===== src/hw/cbt_pkg.sv =====
// Constants for the command bus training block
package cbt_pkg;
  // Register offsets (byte addresses), chosen for this block
  localparam logic [7:0] OFF_SETPOINT_TRAINING_CONTROL = 8'h00;
  localparam logic [7:0] OFF_CA_REFERENCE              = 8'h04;
  localparam logic [7:0] OFF_TERMINATION               = 8'h08;
  localparam logic [7:0] OFF_EXTENDED_TERMINATION      = 8'h0c;
  localparam logic [7:0] OFF_DQ_REFERENCE              = 8'h10;
  localparam logic [7:0] OFF_STATUS                    = 8'h14;
  localparam logic [7:0] OFF_STATE_CTRL                = 8'h18;
  // Field positions
  localparam int BIT_TRAIN_EN     = 0;
  localparam int BIT_FAST_CHARGE  = 3;
  localparam int BIT_WRITE_TARGET = 6;
  localparam int BIT_OP_SETPOINT  = 7;
  localparam int BIT_RANGE        = 6;
  localparam int DQ_ODT_LSB       = 0;
  localparam int DQ_ODT_W         = 3;
  localparam int CA_ODT_LSB       = 4;
  // Reset values
  localparam logic [7:0] RST_CONTROL  = 8'h00;
  localparam logic [7:0] RST_CA_REF   = 8'h4d;
  localparam logic [7:0] RST_TERM     = 8'h00;
  localparam logic [7:0] RST_EXT_TERM = 8'h00;
  localparam logic [7:0] RST_DQ_REF   = 8'h4d;
  // Timing at 25 MHz
  localparam int CLK_PERIOD_NS     = 40;
  localparam int TRAIN_ENTRY_NS    = 250;
  localparam int SETTLE_LONG_NS    = 250;
  localparam int MRD_NS            = 14;
  localparam int MRW_NS            = 10;
  localparam int TRAIN_ENTRY_CYC   = (TRAIN_ENTRY_NS + CLK_PERIOD_NS - 1) / CLK_PERIOD_NS;
  localparam int MRD_CYC           = (MRD_NS + CLK_PERIOD_NS - 1) / CLK_PERIOD_NS;
  localparam int MRW_CYC           = (MRW_NS + CLK_PERIOD_NS - 1) / CLK_PERIOD_NS;
  localparam int SETTLE_LONG_CYC   = (SETTLE_LONG_NS + CLK_PERIOD_NS - 1) / CLK_PERIOD_NS;
  localparam int CNT_W             = 8;
  // Training states
  typedef enum logic [2:0] {
    ST_IDLE    = 3'b000,
    ST_ARMED   = 3'b001,
    ST_TRAIN   = 3'b010,
    ST_EXITING = 3'b011,
    ST_RECOVER = 3'b100
  } cbt_state_e;
endpackage : cbt_pkg


===== src/hw/cbt_capture.sv =====
// Strobe-edge capture of the seven reference code lanes
`timescale 1ns/1ps
module cbt_capture (
  input  wire logic       mclk,
  input  wire logic       rst_b,
  input  wire logic       enable,
  input  wire logic       dqs0_t,
  input  wire logic [6:0] dq_code,
  output logic [6:0]      code,
  output logic            strobe
);
  logic dqs_prev;

  always_ff @(posedge mclk) begin
    if (!rst_b) begin
      dqs_prev <= 1'b0;
      code     <= 7'h00;
      strobe   <= 1'b0;
    end else begin
      dqs_prev <= dqs0_t;
      strobe   <= 1'b0;
      // Every toggle overwrites; the first may be lost, so the host sends four toggles
      if (enable && (dqs0_t != dqs_prev)) begin
        code   <= dq_code;
        strobe <= 1'b1;
      end
    end
  end
endmodule : cbt_capture


===== src/hw/cbt_delay.sv =====
// One-shot delay counter: done rises a fixed count after start
`timescale 1ns/1ps
module cbt_delay #(
  parameter int COUNT = 1
) (
  input  wire logic mclk,
  input  wire logic rst_b,
  input  wire logic start,
  input  wire logic cancel,
  output logic      busy,
  output logic      done
);
  logic [cbt_pkg::CNT_W-1:0] cnt;

  always_ff @(posedge mclk) begin
    if (!rst_b || cancel) begin
      cnt  <= '0;
      busy <= 1'b0;
      done <= 1'b0;
    end else if (start) begin
      cnt  <= cbt_pkg::CNT_W'(COUNT);
      busy <= 1'b1;
      done <= 1'b0;
    end else if (busy) begin
      cnt  <= cnt - 1'b1;
      done <= (cnt == cbt_pkg::CNT_W'(1));
      busy <= (cnt != cbt_pkg::CNT_W'(1));
    end else begin
      done <= 1'b0;
    end
  end
endmodule : cbt_delay


===== src/hw/cbt_top.sv =====
// Command bus training mode logic with AHB-Lite mode register access
//
// Overview of operation
// Host finishes command bus training before enabling high-frequency termination.
// After reset the die runs from operating set point zero.
// Host sets write target bit to one and programs set point one first.
// Two mode writes set the training enable bit; the die enters training.
// After mode write delay, CKE low switches the die to set point one; the code selects the inverse of the set point saved at entry.
// In training, strobe zero is input; lanes 6..0 captured on each toggle.
// Lanes 5..0 give reference value, lane 6 the reference range.
// Captured lanes map onto reference bits 6..0 after the entry delay.
// Lane 7 and mask lane 0 are inputs and their level is ignored.
// Lanes 13..8 drive out the CA values captured with chip select.
// Strobe one, mask lane 1 and lanes 15..14 may float.
// Host writes at least one reference setting before the next step.
// Host waits the long settling time after each new reference value.
// DQ termination applies during code entry when termination field enables it.
// Latched CA values appear on the data lanes without clock delay.
// Exit: CKE high, wait settling, then clear enable by two mode writes.
// After exit write the die is ready once the mode write delay elapses.
// On exit the die returns to the set point active before training.
// Training may start from idle or self refresh, not from power-down.
// Entry and exit are identical from idle or self refresh.
// CA termination pad is ignored; only termination registers control CA termination.
// DQ reference range follows bit 6 of the DQ reference register.
// CKE low in training selects the inverse of the programmed set point.
// Host holds CA and CS low until the CKE-low clock delay.
// Host applies two or more strobe pulses per presented code.
`timescale 1ns/1ps
module cbt_top (
  input  wire logic        mclk,
  input  wire logic        rst_b,
  // AHB-Lite slave
  input  wire logic        hsel,
  input  wire logic [7:0]  haddr,
  input  wire logic [1:0]  htrans,
  input  wire logic        hwrite,
  input  wire logic [2:0]  hsize,
  input  wire logic [31:0] hwdata,
  input  wire logic        hready,
  output logic             hreadyout,
  output logic             hresp,
  output logic [31:0]      hrdata,
  // Link pins
  input  wire logic        cke,
  input  wire logic        cs,
  input  wire logic [5:0]  ca,
  input  wire logic        ca_termination_pad,
  input  wire logic        self_refresh,
  input  wire logic        power_down,
  input  wire logic        dqs0_t_in,
  input  wire logic [15:0] dq_in,
  input  wire logic [1:0]  mask_invert_lane_in,
  output logic [15:0]      dq_out,
  output logic [15:0]      dq_oe,
  output logic             dqs0_oe,
  output logic             dqs1_oe,
  output logic [1:0]       mask_invert_lane_oe,
  // Device state
  output logic             operating_setpoint,
  output logic             training_active,
  output logic             dq_term_on,
  output logic             ca_term_on,
  output logic             dq_reference_range,
  output logic [6:0]       ca_reference,
  output logic             ready_normal
);
  logic [7:0]             setpoint_training_control_reg;
  logic [7:0]             ca_reference_reg;
  logic [7:0]             termination_reg;
  logic [7:0]             extended_termination_reg;
  logic [7:0]             dq_reference_reg;
  logic                   fsp_saved;
  logic [6:0]             ca_ref_saved;
  logic                   start_allowed;
  cbt_pkg::cbt_state_e    state;
  cbt_pkg::cbt_state_e    next_state;
  // Bus pipeline
  logic                   ap_valid;
  logic                   ap_write;
  logic [7:0]             ap_addr;
  logic                   wr_en;
  logic [31:0]            next_rdata;
  logic                   rd_take;
  logic [7:0]             rd_addr;
  // Timers, captured code and decoded training writes
  logic                   mrd_start;
  logic                   mrd_busy;
  logic                   mrd_done;
  logic                   ent_start;
  logic                   ent_busy;
  logic                   ent_done;
  logic                   mrw_start;
  logic                   mrw_busy;
  logic                   mrw_done;
  logic                   mrd_met;
  logic [6:0]             cap_code;
  logic                   cap_strobe;
  logic                   code_pending;
  logic                   train_en_wr;
  logic                   train_dis_wr;
  logic [6:0]             ca_latched;

  assign hreadyout = 1'b1;
  assign hresp     = 1'b0;
  assign wr_en     = ap_valid && ap_write;
  // Reads decode in the address phase so their data stand through the data phase
  assign rd_take   = hready && hsel && htrans[1] && !hwrite;
  assign rd_addr   = {haddr[7:2], 2'b00};

  // Decoded mode writes that start or end training
  assign train_en_wr  = wr_en && ap_addr == cbt_pkg::OFF_SETPOINT_TRAINING_CONTROL
                        && hwdata[cbt_pkg::BIT_TRAIN_EN];
  assign train_dis_wr = wr_en && ap_addr == cbt_pkg::OFF_SETPOINT_TRAINING_CONTROL
                        && !hwdata[cbt_pkg::BIT_TRAIN_EN];
  // Entry allowed from idle or from self refresh outside power-down
  assign start_allowed = !power_down && cke;

  // Address phase kept for the data phase that follows
  always_ff @(posedge mclk) begin
    if (!rst_b) begin
      ap_valid <= 1'b0;
      ap_write <= 1'b0;
      ap_addr  <= 8'h00;
    end else if (hready) begin
      ap_valid <= hsel && htrans[1];
      ap_write <= hwrite;
      ap_addr  <= {haddr[7:2], 2'b00};
    end
  end

  // Mode registers; one copy each, writes ignore the write target bit (no set point 0/1 image)
  always_ff @(posedge mclk) begin
    if (!rst_b) begin
      setpoint_training_control_reg <= cbt_pkg::RST_CONTROL;
      termination_reg               <= cbt_pkg::RST_TERM;
      extended_termination_reg      <= cbt_pkg::RST_EXT_TERM;
      dq_reference_reg              <= cbt_pkg::RST_DQ_REF;
    end else if (wr_en) begin
      unique case (ap_addr)
        cbt_pkg::OFF_SETPOINT_TRAINING_CONTROL: begin
          // Refused entry drops the enable bit so software can see it
          if (state == cbt_pkg::ST_IDLE && hwdata[cbt_pkg::BIT_TRAIN_EN] && !start_allowed)
            setpoint_training_control_reg <= hwdata[7:0] & 8'hfe;
          else
            setpoint_training_control_reg <= hwdata[7:0];
        end
        cbt_pkg::OFF_TERMINATION:          termination_reg          <= hwdata[7:0];
        cbt_pkg::OFF_EXTENDED_TERMINATION: extended_termination_reg <= hwdata[7:0];
        cbt_pkg::OFF_DQ_REFERENCE:         dq_reference_reg         <= hwdata[7:0];
        default: ;
      endcase
    end
  end

  // CA reference: software write, or captured code after the entry delay
  always_ff @(posedge mclk) begin
    if (!rst_b) begin
      ca_reference_reg <= cbt_pkg::RST_CA_REF;
      code_pending     <= 1'b0;
    end else begin
      // A code left over from an earlier training pass must not land later
      if (state != cbt_pkg::ST_TRAIN)
        code_pending <= 1'b0;
      else if (cap_strobe)
        code_pending <= 1'b1;
      if (state == cbt_pkg::ST_TRAIN && !ent_busy && (code_pending || cap_strobe)) begin
        ca_reference_reg[6:0] <= cap_code;
        code_pending          <= 1'b0;
      end else if (state == cbt_pkg::ST_RECOVER && mrw_done) begin
        ca_reference_reg[6:0] <= ca_ref_saved;
      end else if (wr_en && ap_addr == cbt_pkg::OFF_CA_REFERENCE) begin
        ca_reference_reg <= hwdata[7:0];
      end
    end
  end

  always_ff @(posedge mclk) begin
    if (!rst_b) begin
      mrd_met <= 1'b0;
    end else begin
      // CKE is only looked at once the mode write delay has run out
      if (state != cbt_pkg::ST_ARMED)
        mrd_met <= 1'b0;
      else if (mrd_done)
        mrd_met <= 1'b1;
    end
  end

  // The exit write is taken in the armed or exiting state, not in training; CKE low again
  // before that write re-enters training under the alternate set point
  always_comb begin
    next_state = state;
    unique case (state)
      cbt_pkg::ST_IDLE:
        if (train_en_wr && start_allowed)
          next_state = cbt_pkg::ST_ARMED;
      cbt_pkg::ST_ARMED:
        if (train_dis_wr)
          next_state = cbt_pkg::ST_RECOVER;
        else if (mrd_met && !cke)
          next_state = cbt_pkg::ST_TRAIN;
      cbt_pkg::ST_TRAIN:
        if (cke)
          next_state = cbt_pkg::ST_EXITING;
      cbt_pkg::ST_EXITING:
        if (train_dis_wr)
          next_state = cbt_pkg::ST_RECOVER;
        else if (!cke)
          next_state = cbt_pkg::ST_TRAIN;
      cbt_pkg::ST_RECOVER:
        if (mrw_done)
          next_state = cbt_pkg::ST_IDLE;
      default: next_state = cbt_pkg::ST_IDLE;
    endcase
  end

  // Reset returns to idle from any state
  always_ff @(posedge mclk) begin
    if (!rst_b)
      state <= cbt_pkg::ST_IDLE;
    else
      state <= next_state;
  end

  // Save the active set point at entry, switch to the alternate on CKE low
  always_ff @(posedge mclk) begin
    if (!rst_b) begin
      operating_setpoint <= 1'b0;
      fsp_saved          <= 1'b0;
      ca_ref_saved       <= cbt_pkg::RST_CA_REF[6:0];
    end else begin
      if (state == cbt_pkg::ST_IDLE && next_state == cbt_pkg::ST_ARMED) begin
        fsp_saved    <= setpoint_training_control_reg[cbt_pkg::BIT_OP_SETPOINT];
        ca_ref_saved <= ca_reference_reg[6:0];
      end
      if (state != cbt_pkg::ST_TRAIN && next_state == cbt_pkg::ST_TRAIN)
        operating_setpoint <= !fsp_saved;
      else if (state == cbt_pkg::ST_TRAIN && next_state == cbt_pkg::ST_EXITING)
        operating_setpoint <= fsp_saved;
      else if (state == cbt_pkg::ST_IDLE)
        operating_setpoint <= setpoint_training_control_reg[cbt_pkg::BIT_OP_SETPOINT];
    end
  end

  // Each delay runs from the transition that starts it
  assign mrd_start = state == cbt_pkg::ST_IDLE && next_state == cbt_pkg::ST_ARMED;
  assign ent_start = state == cbt_pkg::ST_ARMED && next_state == cbt_pkg::ST_TRAIN;
  assign mrw_start = state != cbt_pkg::ST_RECOVER && next_state == cbt_pkg::ST_RECOVER;

  cbt_delay #(.COUNT(cbt_pkg::MRD_CYC)) u_mrd (
    .mclk   (mclk),
    .rst_b  (rst_b),
    .start  (mrd_start),
    .cancel (1'b0),
    .busy   (mrd_busy),
    .done   (mrd_done)
  );

  // Cancelled on return to idle so a later entry starts it afresh
  cbt_delay #(.COUNT(cbt_pkg::TRAIN_ENTRY_CYC)) u_entry (
    .mclk   (mclk),
    .rst_b  (rst_b),
    .start  (ent_start),
    .cancel (state == cbt_pkg::ST_IDLE),
    .busy   (ent_busy),
    .done   (ent_done)
  );

  cbt_delay #(.COUNT(cbt_pkg::MRW_CYC)) u_mrw (
    .mclk   (mclk),
    .rst_b  (rst_b),
    .start  (mrw_start),
    .cancel (1'b0),
    .busy   (mrw_busy),
    .done   (mrw_done)
  );

  // Lanes 7 and mask lanes are not passed in: their level is ignored
  cbt_capture u_capture (
    .mclk    (mclk),
    .rst_b   (rst_b),
    .enable  (state == cbt_pkg::ST_TRAIN),
    .dqs0_t  (dqs0_t_in),
    .dq_code (dq_in[6:0]),
    .code    (cap_code),
    .strobe  (cap_strobe)
  );

  // CA levels latched on chip select, returned on lanes 13..8
  always_ff @(posedge mclk) begin
    if (!rst_b)
      ca_latched <= 7'h00;
    else if (state == cbt_pkg::ST_TRAIN && cs)
      ca_latched <= {1'b0, ca};
  end

  always_comb begin
    dq_out       = 16'h0000;
    dq_out[13:8] = (cs ? ca : ca_latched[5:0]);
    dq_oe        = (state == cbt_pkg::ST_TRAIN) ? 16'h3f00 : 16'h0000;
  end

  // Strobes and mask lanes stay inputs; lanes 15..14 and 7..0 float, lanes 13..8 are driven only in training
  assign dqs0_oe             = 1'b0;
  assign dqs1_oe             = 1'b0;
  assign mask_invert_lane_oe = 2'b00;
  assign training_active     = state == cbt_pkg::ST_TRAIN;
  assign dq_term_on  = state == cbt_pkg::ST_TRAIN
                       && termination_reg[cbt_pkg::DQ_ODT_LSB +: cbt_pkg::DQ_ODT_W] != 3'h0;
  // The CA pad level takes no part in CA termination
  assign ca_term_on  = termination_reg[cbt_pkg::CA_ODT_LSB +: cbt_pkg::DQ_ODT_W] != 3'h0
                       || extended_termination_reg[cbt_pkg::DQ_ODT_W-1:0] != 3'h0;
  assign dq_reference_range = dq_reference_reg[cbt_pkg::BIT_RANGE];
  assign ca_reference       = ca_reference_reg[6:0];
  // Idle is reached only after the exit delay has run out
  assign ready_normal       = state == cbt_pkg::ST_IDLE;

  always_comb begin
    next_rdata = 32'h0000_0000;
    unique case (rd_addr)
      cbt_pkg::OFF_SETPOINT_TRAINING_CONTROL: next_rdata[7:0] = setpoint_training_control_reg;
      cbt_pkg::OFF_CA_REFERENCE:          next_rdata[7:0] = ca_reference_reg;
      cbt_pkg::OFF_TERMINATION:           next_rdata[7:0] = termination_reg;
      cbt_pkg::OFF_EXTENDED_TERMINATION:  next_rdata[7:0] = extended_termination_reg;
      cbt_pkg::OFF_DQ_REFERENCE:          next_rdata[7:0] = dq_reference_reg;
      // Status from bit 0 up: state, training, set point, ready
      cbt_pkg::OFF_STATUS:
        next_rdata[5:0] = {ready_normal, operating_setpoint, training_active, state};
      default: next_rdata = 32'h0000_0000;
    endcase
  end

  // Read data load on a read address phase and then hold; a read issued right
  // behind a write to the same register returns the value before the write
  always_ff @(posedge mclk) begin
    if (!rst_b)
      hrdata <= 32'h0000_0000;
    else if (rd_take)
      hrdata <= next_rdata;
  end
endmodule : cbt_top


===== config.mk =====
export PLATFORM = sky130hd
export DESIGN_NAME = cbt_top
export DESIGN_NICKNAME = d
export VERILOG_FILES = /design/src/hw/cbt_pkg.sv /design/src/hw/cbt_capture.sv /design/src/hw/cbt_delay.sv /design/src/hw/cbt_top.sv
export SDC_FILE = /design/constraint.sdc
export NUM_CORES = 1
export LEC_CHECK = 0
export BUFFER_PORTS_ARGS = -buffer_cell sky130_fd_sc_hd__clkbuf_2
export CAP_MARGIN = 10
export CORE_ASPECT_RATIO = 1.1
export CORE_MARGIN = 3
export CORE_UTILIZATION = 41
export DETAILED_ROUTE_END_ITERATION = 12
export GPL_TIMING_DRIVEN = 0
export PLACE_DENSITY = 0.71
export SETUP_SLACK_MARGIN = 0.3
export SLEW_MARGIN = 25
export SYNTH_ARGS = -nofsm -noshare
export SYNTH_HDL_FRONTEND = slang
export SYNTH_HIERARCHICAL = 1
export SYNTH_SLANG_ARGS = --single-unit

===== constraint.sdc =====
create_clock -name mclk -period 2.7 [get_ports mclk]
set_clock_uncertainty 0.1 [all_clocks]
set_input_delay 0.54 -clock mclk [delete_from_list [all_inputs] [get_ports mclk]]
set_output_delay 0.54 -clock mclk [all_outputs]
set_load 0.02 [all_outputs]

==> flow_metrics.tcl, run 1 <==
set metrics [dict create \
    die_x_um 119 \
    grt_overflow 0 \
    portBuffers 68 \
    drt-total-wl_um 12900 \
    outcome "completed" \
    leakage_nw 3.24 \
    firstDrtPassIters 5 \
    layout-drive-gt1-share 0.290 \
    antenna_found_initial 0 \
    crit_family "buffers and inverters" \
    core-area_sq_um 13400 \
    critPathMaxFanout 13 \
    synth_cells 622 \
    cap_violations 0 \
    cts_buffers 17 \
    clock_sinks 114 \
    drv_slew 0 \
    power_density_nw_per_um2 572 \
    ant_nets 0 \
    clkTransAtPathRegs_ps 50 \
    hold_path_class "in -> reg" \
    grt_pass1_wl_um 20800 \
    dp_slack_ps -76.5 \
    wl_per_cell_um 13.4 \
    p_total_mw 4.10 \
    setup_ws_ps 387 \
    synthesis.area_sq_um 5750 \
    dieArea_sq_um 15500 \
    crit_arrival_ps 1670 \
    tightest_slew_ps 875 \
    post_cts_buffers 0 \
    clockRootBuffer "clkbuf_16" \
    crit_type "reg -> out" \
    clk_latency_ps 410 \
    io_pins 163 \
    drt-initial-drc-count 259 \
    required_ps 2060 \
    peakVddDrop_mv 0.382 \
    place.gp.congestion 0.879 \
    fin_crit_ps 2310 \
    drc 0 \
    cts_tree "yes" \
    die_h_um 130 \
    maxSlewHeadroom 0.411 \
    hold_viol 0 \
    finalSetupViolCount 0 \
    grtUsageTotal 0.167 \
    fmax_mhz 432 \
    grt_pass1_vias 4194 \
    grt_start_max_net_pins 17 \
    rsz0062_at_grt "false" \
    placementRows 44 \
    htreeDepth 4 \
    cpMaxStageDelayCell "or3b_1" \
    cp-end-kind "primary output" \
    via_count 4629 \
    path_buf_inv 4 \
    diodes 0 \
    post-dp-hpwl_um 9490 \
    cp_cell_sequence "or3b_1 > buf_6 > clkinv_8 > buf_4 > clkbuf_2" \
    max_stage_delay_ps 390 \
    initial_utilization 0.428 \
    clk_path_buf_depth 2 \
    avgSynthCellArea_sq_um 9.24 \
    cp-start-kind "register" \
    yosys_warnings 6 \
    areaGrowthSynthToFinish_pct 24.6 \
    nets 853 \
    via_per_inst 4.80 \
    finalCritPeriodShare 0.857 \
]
## placed cells by master, fill, tap and decap left out, types with 22 or more instances in the layout
| cell | instances |
|---|---|
| conb_1 | 60 |
| mux2i_1 | 61 |
| a21oi_1 | 41 |
| mux2_2 | 25 |
| o21ai_0 | 22 |
| dfxtp_1 | 112 |
| buf_4 | 67 |
| nor2_1 | 53 |
| clkbuf_2 | 67 |
| nand2_1 | 42 |
## what timing repair did
action	CTS	global route
hold buffers	0	0
setup endpoints to repair	19	20
gates resized for setup	9	14
## cell type report
class	instances	area, sq um
buffer	95	639
inverter	12	57.6
sequential	114	2290
fill	1295	6270
multi-input combinational	459	3040
clock inverter	4	20.0
tap	184	230
timing repair buffer	68	345
clock buffer	28	537
## where the power goes
part	internal, mW	leakage [nW]	switching [mW]
logic	0.125	2.04	0.192
registers	1.70	0.922	0.0121
clock network	1.34	0.280	0.733
total	3.16	3.24	0.938
## layer usage
metal	routed length (um)	up-vias	global-route usage
met5	0	-	0
met4	168	0	0.0586
met3	786	14	0.0446
met2	5900	138	0.270
met1	6070	2087	0.216
li1	-	2390	-
## worst paths after layout
path,startpoint,to,slack (ps),cells past startpoint
min,dq_in[0],u_capture/code[0],250,3
min reg2reg,dq_reference_reg[0],hrdata[0],350,2
max,state[0],dq_oe[11],390,5
max reg2reg,ap_addr[3],u_mrd/cnt[1],440,8
## tightest hold or removal path, stage by stage
cell and delay, ps:
clkbuf_2 80, nand2_1 40, mux2i_1 50
## per-stage QoR
stage          TNS [ps]  cell area [sq um]  cells  hold WS, ps   util
2_1_floorplan         0               5960    680          330      -
3_3_place_gp       -535               6540    932          341  0.486
3_5_place_dp       -464               6540    932          346  0.486
4_1_cts               0               7130    964          245  0.531
5_1_grt               0               7160    964          262  0.533
6_report              0               7160    964          254  0.533
Power figures use the tool's default switching activity.
==> run 2: changes to the inputs <==
--- a/config.mk
+++ b/config.mk
@@ -5,6 +5,7 @@
 export SDC_FILE = /design/constraint.sdc
 export NUM_CORES = 1
 export LEC_CHECK = 0
+export ABC_AREA = 1
 export BUFFER_PORTS_ARGS = -buffer_cell sky130_fd_sc_hd__clkbuf_2
 export CAP_MARGIN = 10
 export CORE_ASPECT_RATIO = 1.1
@@ -14,7 +15,6 @@
 export GPL_TIMING_DRIVEN = 0
 export PLACE_DENSITY = 0.71
 export SETUP_SLACK_MARGIN = 0.3
-export SLEW_MARGIN = 25
 export SYNTH_ARGS = -nofsm -noshare
 export SYNTH_HDL_FRONTEND = slang
 export SYNTH_HIERARCHICAL = 1
==> run 2 against run 1 <==
Compared with the run above:
- register-to-register slack gained 150 ps
- synthesized area grew 0.44%
- core utilization is essentially flat
- total power grew 5.9%
- cell count grew 19%
- critical path type unchanged
==> flow_metrics.tcl, run 2 <==
set metrics [dict create \
    wl_per_cell_um 12.9 \
    fmax_mhz 448 \
    peakVddDrop_mv 0.357 \
    initial_utilization 0.428 \
    reg2reg_slack_ps 590 \
    portBuffers 68 \
    clkTransAtPathRegs_ps 50 \
    final_common_cell "nand2_1" \
    r2r-start "ap_addr[6]" \
    reg2reg_depth 11 \
    avgSynthCellArea_sq_um 7.16 \
    htreeDepth 4 \
    clk_latency_ps 410 \
    cpMaxStageDelayCell "dfxtp_1" \
    clockRootBuffer "clkbuf_16" \
    hold_viol 0 \
    cts_buffers 17 \
    drt-total-wl_um 14800 \
    seq_power_share 0.394 \
    required_ps 2060 \
    rsz0062_at_grt "false" \
    place.gp.congestion 0.844 \
    firstDrtPassIters 7 \
    cpMostUsedCell "buf_4" \
    synth_cells 806 \
    power.switching_uw 986 \
    finish.utilization 0.533 \
    fillCellCount 1342 \
    leakage_nw 3.46 \
    layout-drive-gt1-share 0.215 \
    diodes 0 \
    fin_crit_ps 2230 \
    tns_ps 0 \
    clock_sinks 114 \
    drv_slew 0 \
    grt_pass1_vias 4995 \
    cap_violations 0 \
    cp-end-kind "primary output" \
    final_cell_mix "125 x nand2_1, 122 x nor2_1, 114 x dfxtp_1, 94 x inv_1, 76 x o21ai_0" \
    antenna_found_initial 0 \
    tightest_slew_ps 963 \
    crit_arrival_ps 1590 \
    p_sw_frac 0.227 \
    power_density_nw_per_um2 603 \
    finalSetupViolCount 0 \
    cp-start-kind "register" \
    via_count 5472 \
    io_pins 163 \
    dieArea_sq_um 15500 \
    ant_nets 0 \
    yosys_warnings 6 \
    die_h_um 130 \
    drc 0 \
    power_frac_comb 0.070 \
    grt_start_max_net_pins 17 \
    placementRows 44 \
    cp_cell_sequence "inv_2 > nor3_4 > buf_4 > buf_4 > clkbuf_2" \
    p_clk_frac 0.535 \
    reg2reg_to "u_mrd/cnt[2]" \
    outcome "completed" \
    clk_path_buf_depth 2 \
    crit_type "reg -> out" \
    core-area_sq_um 13500 \
    grt_overflow 0 \
    drt-initial-drc-count 563 \
    max_stage_delay_ps 400 \
    hold_path_class "in -> reg" \
    die_x_um 119 \
    finalCritPeriodShare 0.826 \
    via_per_inst 4.77 \
    grtUsageTotal 0.192 \
    nets 1035 \
    crit_path_end "dq_oe[12]" \
    synthesis.area_sq_um 5770 \
    p_int_mw 3.35 \
    areaGrowthSynthToFinish_pct 24.6 \
    maxSlewHeadroom 0.353 \
    grt_pass1_wl_um 24100 \
    critPathMaxFanout 9 \
    post-dp-hpwl_um 10800 \
    cts_tree "yes" \
    startpoint "state[1]" \
]
## run 2: cell types whose count changed in the layout (fill, tap and decap cells not counted), sizes merged, moves of 8 or more
cell    before  now
mux2i       61    0
conb        60   52
or4         13    0
inv         11  100
a22oi        0    8
mux2        25    4
nand2       43  131
a21oi       42   55
nand4        5   15
nand3        9   25
clkbuf     112  103
o21ai       22   84
nor2        53  132
o31ai       10    2
## run 2: critical path: cells and delay by family (launching register included)
family                 cells  cell delay [ps]
AND/OR/NAND/NOR            1              200
buffers and inverters      4              580
flip-flops                 1              400
## run 2: power by group through the flow
| stage | clock network [mW] | logic [mW] | registers, mW |
|---|---|---|---|
| 3_3_place_gp | 0 | 0.297 | 1.74 |
| 6_report | 2.32 | 0.305 | 1.71 |
| 5_1_grt | 2.42 | 0.334 | 1.71 |
| 3_5_place_dp | 0 | 0.299 | 1.74 |
| 4_1_cts | 2.34 | 0.300 | 1.71 |
| 2_1_floorplan | 0 | 0.214 | 1.75 |
## run 2: final cells by class
class                   count  area, sq um  share of cell area
plain buffers              81          567              0.0788
clock buffers              23          488              0.0678
multi-input cells         558         2720               0.379
clock inverters             9          128              0.0177
well taps                 184          230              0.0320
inverters                 103          388              0.0539
repair buffers             74          385              0.0536
flip-flops and latches    114         2280               0.317
## run 2: metal layers
| layer | vias up | wire [um] | global-route usage |
|---|---|---|---|
| li1 | 2796 | - | - |
| met1 | 2469 | 6400 | 0.240 |
| met2 | 179 | 7160 | 0.328 |
| met3 | 28 | 920 | 0.0452 |
| met4 | 0 | 299 | 0.0668 |
| met5 | - | 0 | 0 |
## run 2: worst min path at each step
stage	startpoint	endpoint	slack [ps]	cells past startpoint
4_1_cts	hwrite	ap_write	270	3
5_1_grt	hwrite	ap_write	290	3
6_report	hwrite	ap_write	280	3
3_3_place_gp	ca_ref_saved[1]	ca_ref_saved[1]	330	2
3_5_place_dp	ca_ref_saved[4]	ca_ref_saved[4]	340	2
2_1_floorplan	ca_latched[0]	ca_latched[0]	320	2
## run 2: metrics by stage
stage | hold WS [ps] | std cells | worst slack (ps) | power [mW] | instance area (sq um)
finish | 278 | 1146 | 469 | 4.34 | 7190
global route | 288 | 1146 | 387 | 4.47 | 7190
CTS | 271 | 1142 | 402 | 4.35 | 7160
detailed placement | 343 | 1108 | 339 | 2.04 | 6530
global placement | 334 | 1108 | 348 | 2.04 | 6530
floorplan | 324 | 856 | 569 | 1.96 | 5960
## run 2: repair_timing
item,CTS,global route
endpoints found under the setup margin,8,5
hold endpoints to repair,0,0
hold buffers,0,0
pin swaps,1,1
gates resized for setup,0,2
setup buffers,2,4
